[src/hw/crod_regs.svh]
// register map, field positions, reset values and timing counts of the can remote/overload/debug block
// Summary of operation
// - a received remote frame is never stored; it only triggers a response
// - remote frame matching a response-enabled transmit buffer starts that buffer's transmission
// - acceptance masks play no part in remote frame identifier matching
// - every identifier bit except rtr must equal the buffer's bit to match
// - overload frames are sent only on the listed bus conditions
// - dominant sample in first or second intermission bit sends an overload frame
// - dominant sample in last end-of-frame bit while receiving sends an overload frame
// - dominant sample in last error or overload delimiter bit sends an overload frame
// - debug request comes from the halt bit or the freeze line
// - debug requests count only while the entry permit bit is set
// - entry waits for intermission, idle, error passive or bus off
// - after that, entry waits until all internal activity has finished
// - in debug mode frames stop and the bit-time prescaler is disabled
// - in debug mode receive input is ignored and transmit held recessive
// - on entry synchronization is dropped, not-ready and acknowledge bits set
// - error counters are writable only while in debug mode
// - debug mode ends when freeze line is negated and halt bit is clear, or when the permit bit is cleared
`ifndef CROD_REGS_SVH
`define CROD_REGS_SVH
`define CROD_ADDR_MCR 8'h00
`define CROD_ADDR_PRESDIV 8'h04
`define CROD_ADDR_TEC 8'h08
`define CROD_ADDR_REC 8'h0C
`define CROD_ADDR_BUF0 8'h10
`define CROD_MCR_HALT_BIT 0
`define CROD_MCR_PERMIT_BIT 1
`define CROD_MCR_MODULE_NOT_READY_BIT 4
`define CROD_MCR_ACK_BIT 5
`define CROD_BUF_IDE_BIT 29
`define CROD_BUF_RR_BIT 31
`define CROD_RST_HALT 1'h0
`define CROD_RST_PERMIT 1'h0
`define CROD_RST_PRESDIV 8'h00
`define CROD_RST_ERRCNT 8'h00
`define CROD_RESYNC_BITS 4'hB
`endif

[src/hw/crod_pkg.sv]
// types shared by the can remote/overload/debug block
`default_nettype none
package crod_pkg;
  // bus field reported by the protocol engine
  typedef enum logic [2:0] {
    fld_other, fld_idle, fld_interm, fld_eof, fld_delim
  } crod_field_e;
  // debug mode sequencer
  typedef enum logic [2:0] {
    frz_run, frz_wait_bus, frz_wait_act, frz_frozen, frz_resync
  } crod_frz_e;
endpackage : crod_pkg
`default_nettype wire

[src/hw/crod_prescaler.sv]
// bit-time prescaler producing one-cycle sample enables
`default_nettype none
module crod_prescaler #(
  parameter int W = 8
) (
  input wire logic clk,
  input wire logic rst_n,
  input wire logic en,
  input wire logic [W-1:0] div,
  output logic tick
);
  typedef struct packed {
    logic [W-1:0] cnt;
    logic tick;
  } crod_psc_s;
  crod_psc_s s_reg;
  crod_psc_s s_next;

  // count up from zero to div, tick on wrap; held cleared while disabled
  always_comb begin
    s_next = s_reg;
    s_next.tick = 1'b0;
    if (!en) begin
      s_next.cnt = '0;
    end else if (s_reg.cnt >= div) begin
      s_next.cnt = '0;
      s_next.tick = 1'b1;
    end else begin
      s_next.cnt = s_reg.cnt + {{(W-1){1'b0}}, 1'b1};
    end
  end

  // state register
  always_ff @(posedge clk or negedge rst_n) begin
    if (!rst_n) begin
      s_reg <= '0;
    end else begin
      s_reg <= s_next;
    end
  end

  assign tick = s_reg.tick;
endmodule : crod_prescaler
`default_nettype wire

[src/hw/crod_remote_match.sv]
// identifier comparison of a remote frame against the transmit buffers
`include "crod_regs.svh"
`default_nettype none
module crod_remote_match #(
  parameter int NBUF = 4,
  parameter int IW = 2
) (
  input wire logic [NBUF-1:0][31:0] bufs,
  input wire logic [28:0] rx_id,
  input wire logic rx_ide,
  output logic hit,
  output logic [IW-1:0] idx
);
  logic [NBUF-1:0] match;

  // full identifier compare per buffer, no mask applied
  for (genvar i = 0; i < NBUF; i++) begin : g_cmp
    assign match[i] = bufs[i][`CROD_BUF_RR_BIT] &&
                      (bufs[i][`CROD_BUF_IDE_BIT] == rx_ide) &&
                      (bufs[i][28:0] == rx_id);
  end

  // lowest matching buffer wins
  always_comb begin
    hit = 1'b0;
    idx = '0;
    for (int i = NBUF - 1; i >= 0; i--) begin
      if (match[i]) begin
        hit = 1'b1;
        idx = IW'(i);
      end
    end
  end
endmodule : crod_remote_match
`default_nettype wire

[src/hw/crod_top.sv]
// can remote response, overload trigger and debug mode control with apb registers
`include "crod_regs.svh"
`default_nettype none
module crod_top
  import crod_pkg::*;
#(
  parameter int NBUF = 4,
  parameter int IW = (NBUF > 1) ? $clog2(NBUF) : 1
) (
  input wire logic pclk,
  input wire logic presetn,
  input wire logic psel,
  input wire logic penable,
  input wire logic pwrite,
  input wire logic [7:0] paddr,
  input wire logic [31:0] pwdata,
  output logic [31:0] prdata,
  output logic pready,
  output logic pslverr,
  input wire logic intermodule_bus_freeze,
  input wire logic can_rx,
  output logic can_tx,
  input wire logic pe_tx,
  output logic pe_rx,
  output logic bit_tick,
  input wire crod_field_e pe_field,
  input wire logic [3:0] pe_bit_idx,
  input wire logic pe_receiving,
  input wire logic pe_busy,
  input wire logic err_passive,
  input wire logic bus_off,
  input wire logic rx_done,
  input wire logic [28:0] rx_id,
  input wire logic rx_ide,
  input wire logic rx_rtr,
  input wire logic [7:0] tec_in,
  input wire logic [7:0] rec_in,
  output logic rx_store,
  output logic resp_req,
  output logic [IW-1:0] resp_idx,
  output logic ovld_req,
  output logic module_not_ready,
  output logic debug_entry_acknowledge,
  output logic [7:0] err_cnt_tx,
  output logic [7:0] err_cnt_rx,
  output logic err_cnt_load
);
  typedef struct packed {
    crod_frz_e st;
    logic halt;
    logic permit;
    logic not_ready;
    logic ack;
    logic [7:0] presdiv;
    logic [7:0] tec;
    logic [7:0] rec;
    logic cnt_load;
    logic [3:0] resync_cnt;
    logic [NBUF-1:0][31:0] bufs;
    logic [31:0] prdata;
    logic pready;
    logic pslverr;
    logic tx;
    logic rx;
    logic rx_store;
    logic resp_req;
    logic [IW-1:0] resp_idx;
    logic ovld_req;
  } crod_top_s;

  crod_top_s s_reg;
  crod_top_s s_next;
  logic hit;
  logic [IW-1:0] hit_idx;
  logic tick;
  logic frozen;
  logic req;
  logic bus_cond;
  logic setup;
  logic wr;
  logic mapped;
  logic buf_sel;
  logic [IW-1:0] buf_idx;
  logic dominant;

  // remote frame identifier matcher
  crod_remote_match #(.NBUF(NBUF), .IW(IW)) u_match (
    .bufs(s_reg.bufs),
    .rx_id(rx_id),
    .rx_ide(rx_ide),
    .hit(hit),
    .idx(hit_idx)
  );

  // bit-time prescaler, stopped while frozen
  crod_prescaler #(.W(8)) u_psc (
    .clk(pclk),
    .rst_n(presetn),
    .en(s_reg.st != frz_frozen),
    .div(s_reg.presdiv),
    .tick(tick)
  );

  // request, entry condition and bus decode terms
  assign frozen = (s_reg.st == frz_frozen);
  assign req = s_reg.permit && (s_reg.halt || intermodule_bus_freeze);
  assign bus_cond = (pe_field == fld_interm) || (pe_field == fld_idle) ||
                    err_passive || bus_off;
  assign setup = psel && !penable;
  assign wr = psel && penable && pwrite && s_reg.pready;
  assign buf_sel = (paddr >= `CROD_ADDR_BUF0) &&
                   (paddr < 8'(`CROD_ADDR_BUF0 + 4 * NBUF)) && (paddr[1:0] == 2'h0);
  assign buf_idx = IW'((paddr - `CROD_ADDR_BUF0) >> 2);
  assign mapped = buf_sel || (paddr == `CROD_ADDR_MCR) || (paddr == `CROD_ADDR_PRESDIV) ||
                  (paddr == `CROD_ADDR_TEC) || (paddr == `CROD_ADDR_REC);
  assign dominant = !can_rx;

  // next state of the whole block
  always_comb begin
    s_next = s_reg;
    s_next.pready = 1'b0;
    s_next.pslverr = 1'b0;
    s_next.cnt_load = 1'b0;
    s_next.rx_store = 1'b0;
    s_next.resp_req = 1'b0;
    s_next.ovld_req = 1'b0;
    // apb setup: answer next cycle with registered read data
    if (setup) begin
      s_next.pready = 1'b1;
      s_next.pslverr = !mapped;
      s_next.prdata = 32'h0000_0000;
      if (buf_sel) begin
        s_next.prdata = s_reg.bufs[buf_idx];
      end else begin
        case (paddr)
          `CROD_ADDR_MCR: begin
            s_next.prdata[`CROD_MCR_HALT_BIT] = s_reg.halt;
            s_next.prdata[`CROD_MCR_PERMIT_BIT] = s_reg.permit;
            s_next.prdata[`CROD_MCR_MODULE_NOT_READY_BIT] = s_reg.not_ready;
            s_next.prdata[`CROD_MCR_ACK_BIT] = s_reg.ack;
          end
          `CROD_ADDR_PRESDIV: s_next.prdata[7:0] = s_reg.presdiv;
          `CROD_ADDR_TEC: s_next.prdata[7:0] = s_reg.tec;
          `CROD_ADDR_REC: s_next.prdata[7:0] = s_reg.rec;
          default: s_next.prdata = 32'h0000_0000;
        endcase
      end
    end
    // error counters follow the engine outside debug mode
    if (!frozen) begin
      s_next.tec = tec_in;
      s_next.rec = rec_in;
    end
    // apb write in the access cycle
    if (wr) begin
      if (buf_sel) begin
        s_next.bufs[buf_idx] = pwdata;
      end else begin
        case (paddr)
          `CROD_ADDR_MCR: begin
            s_next.halt = pwdata[`CROD_MCR_HALT_BIT];
            s_next.permit = pwdata[`CROD_MCR_PERMIT_BIT];
          end
          `CROD_ADDR_PRESDIV: s_next.presdiv = pwdata[7:0];
          `CROD_ADDR_TEC: begin
            if (frozen) begin
              s_next.tec = pwdata[7:0];
              s_next.cnt_load = 1'b1;
            end
          end
          `CROD_ADDR_REC: begin
            if (frozen) begin
              s_next.rec = pwdata[7:0];
              s_next.cnt_load = 1'b1;
            end
          end
          default: s_next.cnt_load = 1'b0;
        endcase
      end
    end
    // received frames: data frames to storage, remote frames to the response path
    if (rx_done && !frozen) begin
      s_next.rx_store = !rx_rtr;
      if (rx_rtr && hit) begin
        s_next.resp_req = 1'b1;
        s_next.resp_idx = hit_idx;
      end
    end
    // overload detection at each bit sample point
    if (tick && !frozen && dominant) begin
      if ((pe_field == fld_interm) && (pe_bit_idx < 4'h2)) begin
        s_next.ovld_req = 1'b1;
      end
      if ((pe_field == fld_eof) && (pe_bit_idx == 4'h6) && pe_receiving) begin
        s_next.ovld_req = 1'b1;
      end
      if ((pe_field == fld_delim) && (pe_bit_idx == 4'h7)) begin
        s_next.ovld_req = 1'b1;
      end
    end
    // pins: recessive out and idle in while frozen
    s_next.tx = frozen ? 1'b1 : pe_tx;
    s_next.rx = frozen ? 1'b1 : can_rx;
    // debug mode sequencer
    case (s_reg.st)
      frz_run: begin
        if (req) begin
          s_next.st = frz_wait_bus;
        end
      end
      frz_wait_bus: begin
        if (!req) begin
          s_next.st = frz_run;
        end else if (bus_cond) begin
          s_next.st = frz_wait_act;
        end
      end
      frz_wait_act: begin
        if (!req) begin
          s_next.st = frz_run;
        end else if (!pe_busy) begin
          s_next.st = frz_frozen;
          s_next.ack = 1'b1;
          s_next.not_ready = 1'b1;
        end
      end
      frz_frozen: begin
        if (!req) begin
          s_next.st = frz_resync;
          s_next.ack = 1'b0;
          s_next.resync_cnt = 4'h0;
        end
      end
      frz_resync: begin
        if (req) begin
          s_next.st = frz_wait_bus;
        end else if (tick) begin
          if (dominant) begin
            s_next.resync_cnt = 4'h0;
          end else if (s_reg.resync_cnt == `CROD_RESYNC_BITS - 4'h1) begin
            s_next.st = frz_run;
            s_next.not_ready = 1'b0;
            s_next.resync_cnt = 4'h0;
          end else begin
            s_next.resync_cnt = s_reg.resync_cnt + 4'h1;
          end
        end
      end
      default: s_next.st = frz_run;
    endcase
  end

  // state register
  always_ff @(posedge pclk or negedge presetn) begin
    if (!presetn) begin
      s_reg <= '0;
      s_reg.st <= frz_run;
      s_reg.halt <= `CROD_RST_HALT;
      s_reg.permit <= `CROD_RST_PERMIT;
      s_reg.presdiv <= `CROD_RST_PRESDIV;
      s_reg.tec <= `CROD_RST_ERRCNT;
      s_reg.rec <= `CROD_RST_ERRCNT;
      s_reg.tx <= 1'b1;
      s_reg.rx <= 1'b1;
    end else begin
      s_reg <= s_next;
    end
  end

  // outputs straight from the state flops
  assign prdata = s_reg.prdata;
  assign pready = s_reg.pready;
  assign pslverr = s_reg.pslverr;
  assign can_tx = s_reg.tx;
  assign pe_rx = s_reg.rx;
  assign bit_tick = tick;
  assign rx_store = s_reg.rx_store;
  assign resp_req = s_reg.resp_req;
  assign resp_idx = s_reg.resp_idx;
  assign ovld_req = s_reg.ovld_req;
  assign module_not_ready = s_reg.not_ready;
  assign debug_entry_acknowledge = s_reg.ack;
  assign err_cnt_tx = s_reg.tec;
  assign err_cnt_rx = s_reg.rec;
  assign err_cnt_load = s_reg.cnt_load;
endmodule : crod_top
`default_nettype wire

[config.mk]
export PLATFORM = sky130hd
export DESIGN_NAME = crod_top
export DESIGN_NICKNAME = d
export VERILOG_FILES = /design/src/hw/crod_pkg.sv /design/src/hw/crod_prescaler.sv /design/src/hw/crod_remote_match.sv /design/src/hw/crod_top.sv
export VERILOG_INCLUDE_DIRS = /design/src /design/src/hw
export SDC_FILE = /design/constraint.sdc
export NUM_CORES = 1
export LEC_CHECK = 0
export BUFFER_PORTS_ARGS = -buffer_cell sky130_fd_sc_hd__buf_2
export CORE_UTILIZATION = 25
export CTS_CLUSTER_SIZE = 8
export DETAILED_ROUTE_END_ITERATION = 10
export PLACE_DENSITY = 0.4
export SLEW_MARGIN = 20
export SYNTH_ARGS = -nofsm -noshare
export SYNTH_HDL_FRONTEND = slang
export SYNTH_SLANG_ARGS = --single-unit
export TNS_END_PERCENT = 30
[constraint.sdc]
create_clock -name pclk -period 1.88 [get_ports pclk]
set_clock_uncertainty 0.15 [all_clocks]
set_input_delay 0.094 -clock pclk [delete_from_list [all_inputs] [get_ports pclk]]
set_output_delay 0.094 -clock pclk [all_outputs]
set_load 0.02 [all_outputs]
==> impl_metrics.csv, run 1 <==
group,metric,value,unit
run_status,status,"complete, but fails checks",
run_status,violations,"setup timing",
clocking,clock_latency,0.57,ns
floorplanning,ios,168,
finish,postLayoutCoreUtil,34.5,%
synth,syn_area,0.0115,mm²
placed_design,routabilityCongestion,0.778,
power_and_ir_drop,ir_drop,0.653,mV
sta,hold_violations,0,
global_routing,grt-ovfl-total,0,
critical_path,path_max_fanout,3,
route,route.detailed.drc,0,
finish,syn_to_final_growth,36.1,%
synth,synth_top_cell_by_area,"dfrtp_1",
synth,postSynthCellCount,957,
route,wl,39200,µm
sta,setup_violations,22,
floorplanning,initial_core_util,25.3,%
clocking,h-tree-depth,1,
synth,synth_common_cells,"212 x dfrtp_1, 125 x mux2_2, 101 x xnor2_1, 91 x nand2_1, 53 x buf_4",
sta,setup_slack,-0.0999,ns
route,vias,8370,
sta,hold_slack,0.0755,ns
critical_path,max_stage_delay,0.41,ns
clocking,cts.sinks,214,
critical_path,setup.worst_path.end_class,"flip-flop",
critical_path,required,2.19,ns
finish,regArea,0.00536,mm²
sta,fin_crit_sh,105,%
finish,diodes,0,
finish,fin_nets,1384,
floorplanning,core,0.0454,mm²
clocking,cts_buffers,31,
route,drt_iter0_markers,428,
clocking,clockRootBuffer,"clkbuf_16",
finish,multi_input_area,0.00570,mm²
sta,min_period,1.98,ns
synth,yosysUniqueCellTypes,56,
floorplanning,die_x,216,µm
power_and_ir_drop,power.leakage,7.41,nW
global_routing,first_global_vias,8795,
synth,syn_nets,1075,
sta,rsz0062_at_grt,"true",
floorplanning,dieArea,0.0469,mm²
power_and_ir_drop,p_per_area,698,mW/mm²
clocking,clk_pin_slew_worst_paths,0.05,ns
global_routing,antenna_found_initial,1,
synth,yosysSeqAreaShare,46.6,%
clocking,clock_tree.buffer_depth,3,
critical_path,critPathLaunchType,"flip-flop",
sta,fmax,505,MHz
finish,nFillCells,4585,
route,postRouteAntennaNets,0,
floorplanning,die_h,216,µm
global_routing,grtUsageTotal,16.5,%
synth,yosysMostFrequentCell,"dfrtp_1",
synth,synth_seq_cells,214,
placed_design,io_buffers,167,
synth,synth-main-ff-cell,"dfrtp_1",
hold_path,hp-class,"input port to flip-flop",
finish,largest_reg_flops,145,
critical_path,cp_cell_sequence,"xnor2_2, nand4_1, nor4_2, buf_4, nand4_1, a21boi_1, o22a_1",
synth,synth_edf_count,0,
global_routing,grt_pass1_wl,58100,µm
job,maxCapViolCount,0,
synth,yosysTopAreaCellShare,46.1,%
synth,ys_warn_count,0,
critical_path,slowest_stage,"dfrtp_1",
synth,ys_top_cells_by_area,"dfrtp_1 46%, mux2_2 12%, xnor2_1 7.7%",
sta,tightest_slew,0.431,ns
clocking,cts_tree,"built",
finish,drive_gt1_share,43.7,%
route,via_per_inst,4.47,
critical_path,crit_path_frequent_cell,"nand4_1",
critical_path,critical_path_class,"flip-flop to flip-flop",
floorplanning,rows,78,
sta,relSlewSlack,71.2,%
placed_design,dpl.hpwl,28600,µm
route,first_pass_iters,5,
synth,avgSynthCellArea,12.0,µm²
placed_design,pre_cts_ws,-0.207,ns
critical_path,worst_ep_arrival_time,2.29,ns
route,wl_per_cell,20.9,µm
synth,asyncSetResetFlopFracSynth,100,%
global_routing,grt_max_degree,67,
sta,slew_viol_final,0,
[cell families after synthesis]
group                    after synthesis  share of synthesized area, %
XOR/XNOR                             127                          9.67
flip-flops                           214                          46.6
AO/OA/AOI/OAI                         94                          4.73
adder cells (fa/ha/maj)               11                          1.20
buffers and inverters                118                          6.51
multiplexers                         194                          22.3
AND/OR/NAND/NOR                      199                          8.95
[cell usage in the layout, fill, tap and decap left out, types with 4 or more instances in the layout]
| cell type | netlist | layout |
|---|---|---|
| nor4_2 | 1 | 5 |
| nor2_1 | 16 | 16 |
| xor2_1 | 26 | 26 |
| nand4_1 | 28 | 28 |
| a21oi_1 | 11 | 8 |
| buf_2 | 11 | 166 |
| mux2i_1 | 16 | 16 |
| mux2_1 | 17 | 13 |
| xnor2_1 | 101 | 93 |
| mux2_2 | 125 | 102 |
| ha_1 | 11 | 10 |
| dlygate4sd3_1 | 0 | 70 |
| nand2b_1 | 6 | 4 |
| a22oi_1 | 8 | 8 |
| mux4_2 | 36 | 36 |
| nand2_1 | 91 | 89 |
| o21ai_0 | 46 | 45 |
| o21ai_1 | 12 | 12 |
| a21o_1 | 4 | 4 |
| inv_1 | 12 | 12 |
| buf_4 | 53 | 119 |
| dfrtp_1 | 212 | 211 |
| clkbuf_16 | 0 | 33 |
| nor4_1 | 12 | 7 |
| nor2b_1 | 4 | 4 |
| nand3_1 | 9 | 9 |
| buf_12 | 0 | 21 |
| mux2_4 | 0 | 27 |
| xnor2_2 | 0 | 8 |
| nor3_1 | 10 | 6 |
[metrics by stage]
| step | power [mW] | TNS (ns) | std cells | instance area, µm² |
|---|---|---|---|---|
| floorplan | 5.15 | -2.58 | 957 | 11500 |
| global placement | 5.70 | -17.39 | 1756 | 13700 |
| detailed placement | 5.69 | -19.86 | 1756 | 13700 |
| CTS | 11.2 | -0.181 | 1867 | 15300 |
| global route | 11.4 | -5.40 | 1871 | 15600 |
| finish | 10.9 | -0.666 | 1871 | 15600 |
[layer usage]
metal / track usage, % / wire (µm) / share of wire, %
met1: 24.4 / 19100 / 49
met2: 25.6 / 17600 / 45
met3: 2.23 / 1740 / 4.5
met4: 3.57 / 724 / 1.8
met5: 0 / 12 / 0.031
[timing repair]
item	in CTS	in global routing
hold endpoints to repair	394	0
setup buffers	1	1
pin swaps	13	13
setup endpoints to repair	60	107
cloned	1	3
hold buffers	71	0
gates resized for setup	18	49
[worst paths after layout]
path                            slack [ns]                       to             startpoint  cells after the start
min in group asynchronous             0.51   prdata[27]$_DFFE_PN0P_                presetn                      4
worst min register to register        0.32    prdata[8]$_DFFE_PN0P_  prdata[8]$_DFFE_PN0P_                      2
worst max-delay path                  -0.1  resp_idx[0]$_DFFE_PN0P_  s_reg[61]$_DFFE_PN0P_                      7
worst max register to register        -0.1  resp_idx[0]$_DFFE_PN0P_  s_reg[61]$_DFFE_PN0P_                      7
max in group asynchronous             0.69   s_reg[160]$_DFFE_PN0P_                presetn                      4
worst min-delay path                  0.08        pslverr$_DFF_PN0_               paddr[6]                      6
[power by group]
part,internal (mW),leakage [nW],switching (mW)
logic,0.478,4.05,0.576
clock network,3.11,0.419,2.07
registers,4.65,2.94,0.0308
total,8.24,7.41,2.68
[worst max-delay path: cells and delay by family, from the launching register on]
| family | cells | cell delay [ns] |
|---|---|---|
| AO/OA/AOI/OAI | 2 | 0.35 |
| AND/OR/NAND/NOR | 3 | 0.57 |
| XOR/XNOR | 1 | 0.21 |
| buffers and inverters | 1 | 0.16 |
| flip-flops | 1 | 0.41 |
[final cells by class]
type	instances	area share, %
multi-input combinational	626	36.5
inverter	12	0.288
clock buffer	36	5.21
clock inverter	2	0.248
tap	600	4.80
timing repair buffer	381	18.8
sequential	214	34.2
Power figures use the tool's default switching activity.
==> inputs of run 2 (changes only) <==
--- a/config.mk
+++ b/config.mk
@@ -6,6 +6,7 @@
 export SDC_FILE = /design/constraint.sdc
 export NUM_CORES = 1
 export LEC_CHECK = 0
+export ABC_AREA = 1
 export BUFFER_PORTS_ARGS = -buffer_cell sky130_fd_sc_hd__buf_2
 export CORE_UTILIZATION = 25
 export CTS_CLUSTER_SIZE = 8
==> run 2 against run 1 <==
The run still ends with setup timing left; synthesized area up 5.9%; highest routed layer unchanged; critical path type is now input port to flip-flop; synthesized cell count is 66% higher; clock-buffer cell count rose by 10; non-clock buffer count down 36; die area up 5.8%.
==> impl_metrics.csv, run 2 <==
group,metric,value,unit
synth,synth_seq_cells,214,
synth,synth-main-ff-cell,"dfrtp_1",
route,vias,11500,
clocking,clk_pin_slew_worst_paths,0.06,ns
run_status,status,"complete, but fails checks",
finish,fin_nets,1987,
placed_design,dpl.hpwl,35800,µm
finish,layout_commonest_cell,"nand2_1",
synth,syn_nets,1707,
critical_path,r2r_start,"s_reg[197]$_DFFE_PN0P_",
route,wl,48100,µm
floorplanning,die_x,223,µm
critical_path,required,2.15,ns
hold_path,hold_end,"s_reg[202]$_DFFE_PN0P_",
sta,slew_viol_final,0,
critical_path,cp_cell_sequence,"dlygate4sd3_1, buf_2, nor2_2, inv_1, buf_4, o22ai_1, a221oi_1, buf_4, o21ai_0",
synth,postSynthCellCount,1589,
critical_path,r2r_slack,0.09,ns
sta,hold_violations,0,
synth,syn_area,0.0122,mm²
synth,yosysMostFrequentCell,"nand2_1",
floorplanning,initial_core_util,25.4,%
route,wl_met3,2340,µm
placed_design,pre_cts_ws,-0.241,ns
route,wl_met1,22000,µm
sta,fmax,525,MHz
sta,relSlewSlack,58.3,%
floorplanning,die_h,223,µm
route,via_per_inst,4.59,
finish,postLayoutCoreUtil,32.9,%
finish,final_area,0.0157,mm²
sta,setup_slack,-0.0247,ns
critical_path,reg2reg_depth,8,
synth,avgSynthCellArea,7.66,µm²
synth,synth_common_cells,"531 x nand2_1, 230 x inv_1, 212 x dfrtp_1, 83 x nor2_1, 83 x o21ai_1",
synth,synth_top_cell_by_area,"dfrtp_1",
floorplanning,ios,168,
global_routing,grt-ovfl-total,0,
critical_path,timing.rr.end,"u_psc.s_reg[5]$_DFF_PN0_",
route,wl_met2,22800,µm
sta,fin_crit_sh,101,%
clocking,cts_tree,"built",
run_status,violations,"setup timing",
power_and_ir_drop,p_per_area,705,mW/mm²
critical_path,path_max_fanout,11,
route,wl_per_cell,19.3,µm
synth,ys_top_cells_by_area,"dfrtp_1 44%, nand2_1 16%, inv_1 7.1%",
critical_path,setup.worst_path.end_class,"flip-flop",
route,routed.top_layer,"met5",
hold_path,hold_start,"err_passive",
synth,synth_edf_count,0,
critical_path,critical_path_class,"input port to flip-flop",
critical_path,path_buf_inv,5,
critical_path,cp-startpoint,"paddr[2]",
hold_path,hold_path_depth,6,
synth,yosysSeqAreaShare,44.0,%
critical_path,crit_path_frequent_cell,"buf_4",
global_routing,antenna_found_initial,4,
placed_design,routabilityCongestion,0.918,
clocking,clock_latency,0.57,ns
global_routing,grt_pass1_wl,72300,µm
placed_design,placed_area,0.0139,mm²
floorplanning,core,0.0478,mm²
floorplanning,dieArea,0.0496,mm²
sta,min_period,1.90,ns
sta,tightest_slew,0.626,ns
sta,rsz0062_at_grt,"true",
clocking,h-tree-depth,1,
critical_path,cp_top_family,"buffers and inverters",
global_routing,grt_max_degree,65,
clocking,clock_tree.buffer_depth,3,
floorplanning,rows,80,
route,drt_iter0_markers,830,
hold_path,hp-class,"input port to flip-flop",
critical_path,max_stage_delay,0.53,ns
finish,largest_reg_flops,145,
synth,asyncSetResetFlopFracSynth,100,%
route,first_pass_iters,5,
route,route.detailed.drc,0,
power_and_ir_drop,ir_drop,0.606,mV
power_and_ir_drop,power.leakage,7.68,nW
synth,yosysTopAreaCellShare,43.6,%
job,maxCapViolCount,0,
clocking,clockRootBuffer,"clkbuf_16",
synth,yosysUniqueCellTypes,47,
critical_path,slowest_stage,"dlygate4sd3_1",
sta,hold_slack,0.0577,ns
route,postRouteAntennaNets,0,
sta,setup_violations,1,
critical_path,worst_ep_arrival_time,2.18,ns
synth,ys_warn_count,0,
global_routing,first_global_vias,11400,
global_routing,grtUsageTotal,19.4,%
critical_path,critPathLaunchType,"input port",
placed_design,io_buffers,167,
finish,final_cell_mix,"523 x nand2_1, 229 x inv_1, 211 x dfrtp_1, 166 x buf_2, 92 x buf_4",
clocking,cts.sinks,214,
finish,syn_to_final_growth,29.2,%
finish,drive_gt1_share,21.9,%
clocking,cts_buffers,31,
run 2: cell count changes in the layout (fill, tap and decap cells not counted), sizes merged, moves of 16 or more:
cell    change
buf        -38
mux2      -142
nand2     +446
nor2       +68
mux4       -36
xnor2      -76
o22ai      +34
inv       +224
mux2i      -16
a221oi     +26
xor2       -21
o21ai     +137
run 2: area by class of cell:
class	instances	area, µm²
Clock inverter	1	5.00
Tap cell	615	769
Timing Repair Buffer	345	2520
Inverter	237	890
Fill cell	5164	32100
Sequential cell	214	5360
Antenna cell	1	2.50
Multi-Input combinational cell	1040	5330
Clock buffer	46	852
run 2: where the power goes:
group / internal (mW) / total [mW] / switching, mW
clock: 3.05 / 5.16 / 2.11
combinational: 0.461 / 1.23 / 0.765
sequential: 4.67 / 4.71 / 0.0408
run 2: logic make-up (layout without fill, tap and decap cells):
logic type,count (synthesis),count (layout),share of synthesized area [%]
AND/OR/NAND/NOR,691,691,23.0
buffers and inverters,335,629,13.5
AO/OA/AOI/OAI,308,308,16.2
flip-flops,214,214,44.0
XOR/XNOR,30,30,2.16
adder cells (fa/ha/maj),11,11,1.13
other,0,1,0
run 2: how the worst max path moves through the flow:
stage	end	slack (ns)	cells past startpoint
6_report	prdata[29]$_DFFE_PN0P_	-0.02	9
5_1_grt	prdata[29]$_DFFE_PN0P_	-0.12	9
4_1_cts	prdata[3]$_DFFE_PN0P_	0.004	8
3_5_place_dp	u_psc.tick$_DFF_PN0_	-0.24	6
3_3_place_gp	u_psc.tick$_DFF_PN0_	-0.26	6
2_1_floorplan	err_cnt_tx[1]$_DFF_PN0_	0.13	5
run 2: worst min-delay path: stages:
cell and delay (ns):
buf_2 0.07, nor3_1 0.04, o21ai_0 0.08, nand3_1 0.09
a21oi_2 0.24, o21ai_0 0.10
run 2: per-layer routing:
layer	global-route usage (%)	up-vias
li1	-	5607
met1	26.2	5516
met2	32.4	297
met3	2.75	60
met4	5.29	2
met5	0	-
run 2: stage by stage:
step           total power, mW  setup TNS (ns)  instances
3_3_place_gp              5.89           -2.47       2371
2_1_floorplan             5.27               0       1589
4_1_cts                   11.3               0       2493
6_report                  11.1         -0.0247       2499
5_1_grt                   11.6          -0.283       2499
3_5_place_dp              5.89           -2.36       2371
run 2: repair_timing:
item	CTS	global route
pin swaps	1	13
buffers inserted	2	4
endpoints found under the hold margin	384	1
endpoints found under the setup margin	11	34
gates resized for setup	4	35
hold buffers	73	1
==> inputs of run 3 (changes only) <==
--- a/config.mk
+++ b/config.mk
@@ -11,9 +11,10 @@
 export CORE_UTILIZATION = 25
 export CTS_CLUSTER_SIZE = 8
 export DETAILED_ROUTE_END_ITERATION = 10
-export PLACE_DENSITY = 0.4
+export PLACE_DENSITY = 0.39
 export SLEW_MARGIN = 20
 export SYNTH_ARGS = -nofsm -noshare
 export SYNTH_HDL_FRONTEND = slang
+export SYNTH_HIERARCHICAL = 1
 export SYNTH_SLANG_ARGS = --single-unit
 export TNS_END_PERCENT = 30
==> run 3 against run 2 <==
The flow still finishes with violations (setup timing); non-clock buffer count up 47; cell count up 10%; die area up 4.1%; cell area up 6.7%; flip-flop and latch count unchanged.
==> impl_metrics.csv, run 3 <==
group,metric,value,unit
synth,yosysSeqAreaShare,42.2,%
finish,final_area,0.0168,mm²
clocking,cts.sinks,214,
synth,postSynthCellCount,1751,
route,postRouteAntennaNets,0,
finish,final_cell_mix,"654 x nand2_1, 206 x dfrtp_1, 167 x inv_1, 166 x buf_2, 125 x buf_4",
synth,yosys.area_share.adder,1.09,%
critical_path,r2r_start,"s_reg[97]$_DFFE_PN0P_",
sta,slew_viol_final,0,
finish,multi_input_area,0.00595,mm²
route,wl_per_cell,18.3,µm
clocking,cts_tree,"built",
critical_path,required,2.24,ns
synth,synth_seq_cells,214,
synth,synth_top_cell_by_area,"dfrtp_1",
synth,syn_area,0.0127,mm²
critical_path,critPathLaunchType,"flip-flop",
route,drt_iter0_markers,873,
route,first_pass_iters,6,
power_and_ir_drop,power.leakage,8.50,nW
finish,regArea,0.00537,mm²
placed_design,io_buffers,167,
route,route.detailed.drc,0,
synth,synth-simple-area-share,31.0,%
hold_path,hold_path_depth,7,
global_routing,grt_pass1_wl,73600,µm
sta,rsz0062_at_grt,"true",
finish,postLayoutCoreUtil,33.5,%
critical_path,path_max_fanout,2,
power_and_ir_drop,p_per_area,665,mW/mm²
placed_design,dpl.hpwl,36800,µm
floorplanning,dieArea,0.0516,mm²
placed_design,routabilityCongestion,0.922,
power_and_ir_drop,finalPower,11.2,mW
synth,yosysTopAreaCellShare,41.8,%
route,wl,50400,µm
synth,synth_top_family_by_area,"simple AND/OR/NAND/NOR gates",
synth,synth-main-ff-cell,"dfrtp_1",
sta,fin_setup_tns,-0.0610,ns
sta,relSlewSlack,63.8,%
critical_path,setup.worst_path.end_class,"flip-flop",
sta,setup_violations,2,
sta,fin_crit_sh,102,%
synth,synth_compound_area_share,11.3,%
power_and_ir_drop,ir_drop,0.647,mV
route,vias,12300,
global_routing,grt-ovfl-total,0,
finish,layout_commonest_cell,"nand2_1",
job,maxCapViolCount,0,
sta,fmax,520,MHz
finish,largest_reg_flops,145,
sta,tightest_slew,0.543,ns
synth,avgSynthCellArea,7.24,µm²
hold_path,hp-class,"input port to flip-flop",
sta,hold_violations,0,
clocking,clock_tree.buffer_depth,3,
floorplanning,initial_core_util,25.3,%
clocking,clock_latency,0.56,ns
clocking,clockRootBuffer,"clkbuf_16",
floorplanning,core,0.0501,mm²
floorplanning,ios,168,
critical_path,worst_ep_arrival_time,2.28,ns
floorplanning,die_x,227,µm
run_status,violations,"setup timing",
critical_path,timing.rr.end,"resp_idx[1]$_DFFE_PN0P_",
synth,ys_top_cells_by_area,"dfrtp_1 42%, nand2_1 20%, inv_1 5.1%",
synth,synth_common_cells,"664 x nand2_1, 212 x dfrtp_1, 171 x inv_1, 114 x o21ai_1, 113 x nor2_1",
finish,nFillCells,5512,
finish,syn_to_final_growth,32.3,%
clocking,clk_pin_slew_worst_paths,0.06,ns
synth,yosysUniqueCellTypes,45,
run_status,status,"complete, but fails checks",
hold_path,hold_end,"prdata[1]$_DFFE_PN0P_",
synth,synth_xor_xnor_area_share,1.93,%
global_routing,grtUsageTotal,19.2,%
sta,setup_slack,-0.0417,ns
synth,asyncSetResetFlopFracSynth,100,%
floorplanning,rows,82,
sta,min_period,1.92,ns
clocking,cts_buffers,31,
route,via_per_inst,4.46,
finish,drive_gt1_share,24.4,%
global_routing,grt_max_degree,65,
clocking,h-tree-depth,1,
hold_path,hold_start,"paddr[2]",
placed_design,pre_cts_ws,-0.192,ns
synth,muxShareOfSynthArea,0,%
global_routing,antenna_found_initial,5,
synth,synth_edf_count,0,
global_routing,first_global_vias,11700,
synth,ys_warn_count,6,
synth,syn_nets,1869,
synth,yosysMostFrequentCell,"nand2_1",
critical_path,critical_path_class,"flip-flop to flip-flop",
floorplanning,die_h,227,µm
placed_design,placed_area,0.0148,mm²
finish,fin_nets,2190,
critical_path,r2r_slack,-0.04,ns
critical_path,reg2reg_depth,11,
run 3: cell count changes after synthesis, sizes merged, moves of 11 or more:
cell | previous run | this run
nand2 | 538 | 671
a22oi | 4 | 15
nor2 | 86 | 132
nor3 | 19 | 4
nand3 | 21 | 113
inv | 237 | 204
o22ai | 35 | 0
xnor2 | 25 | 14
a221oi | 26 | 0
run 3: report_power, final:
part           switching [mW]  internal [mW]
clock network            2.14           3.13
registers              0.0395           4.65
logic                   0.747          0.450
run 3: cells by family (layout without fill, tap and decap cells):
group / after synthesis / after routing
fa+ha+maj: 11 / 11
compound gates: 237 / 237
simple gates: 950 / 950
other cells: 0 / 1
xor+xnor: 28 / 28
buf+inv: 311 / 647
flops: 214 / 214
run 3: repair_timing:
item | in CTS | in global routing
hold endpoints to repair | 391 | 1
buffers inserted | 1 | 10
cloned | 0 | 1
resized for setup | 22 | 44
pin swaps | 11 | 23
endpoints found under the setup margin | 3 | 50
hold buffers | 83 | 1
run 3: worst max path at each step:
stage / startpoint / to / slack, ns / cells past startpoint
2_1_floorplan: pready$_DFF_PN0_ / s_reg[195]$_DFFE_PN0P_ / 0.23 / 6
3_3_place_gp: s_reg[97]$_DFFE_PN0P_ / resp_idx[1]$_DFFE_PN0P_ / -0.18 / 11
3_5_place_dp: s_reg[67]$_DFFE_PN0P_ / resp_idx[0]$_DFFE_PN0P_ / -0.19 / 13
4_1_cts: s_reg[67]$_DFFE_PN0P_ / resp_idx[1]$_DFFE_PN0P_ / -0.06 / 13
5_1_grt: s_reg[82]$_DFFE_PN0P_ / resp_idx[0]$_DFFE_PN0P_ / -0.17 / 13
6_report: s_reg[97]$_DFFE_PN0P_ / resp_idx[1]$_DFFE_PN0P_ / -0.04 / 11
run 3: stage by stage:
step,hold WS [ns],instances
final,0.0863,2760
after global placement,-0.0675,2617
after floorplan,-0.352,1751
after global routing,0.106,2760
after CTS,0.0476,2749
after detailed placement,-0.0642,2617
run 3: worst max-delay path: stages (launching register included):
cell and delay [ns]:
dfrtp_1 0.40, xor2_2 0.33, nor2_2 0.08, buf_4 0.14
nand3_1 0.10, nor2_1 0.06, nand2_1 0.10, nand2_1 0.07
nor2_1 0.19, buf_4 0.15, nand2_1 0.04, nand2_1 0.05
run 3: layout make-up:
| cell class | count | area share (%) |
|---|---|---|
| multi-input combinational | 1226 | 35.4 |
| sequential | 214 | 32.0 |
| timing repair buffer | 392 | 17.6 |
| clock buffer | 48 | 5.24 |
| tap | 672 | 5.01 |
| inverter | 207 | 4.67 |
| antenna | 1 | 0.0149 |
run 3: layer usage:
metal / up-vias / global-route usage (%) / part of all wire [%]
met4: 4 / 4.42 / 1.9
met5: - / 0 / 0.050
li1: 6115 / - / -
met3: 63 / 2.50 / 4.4
met1: 5856 / 27.4 / 48
met2: 263 / 30.7 / 46
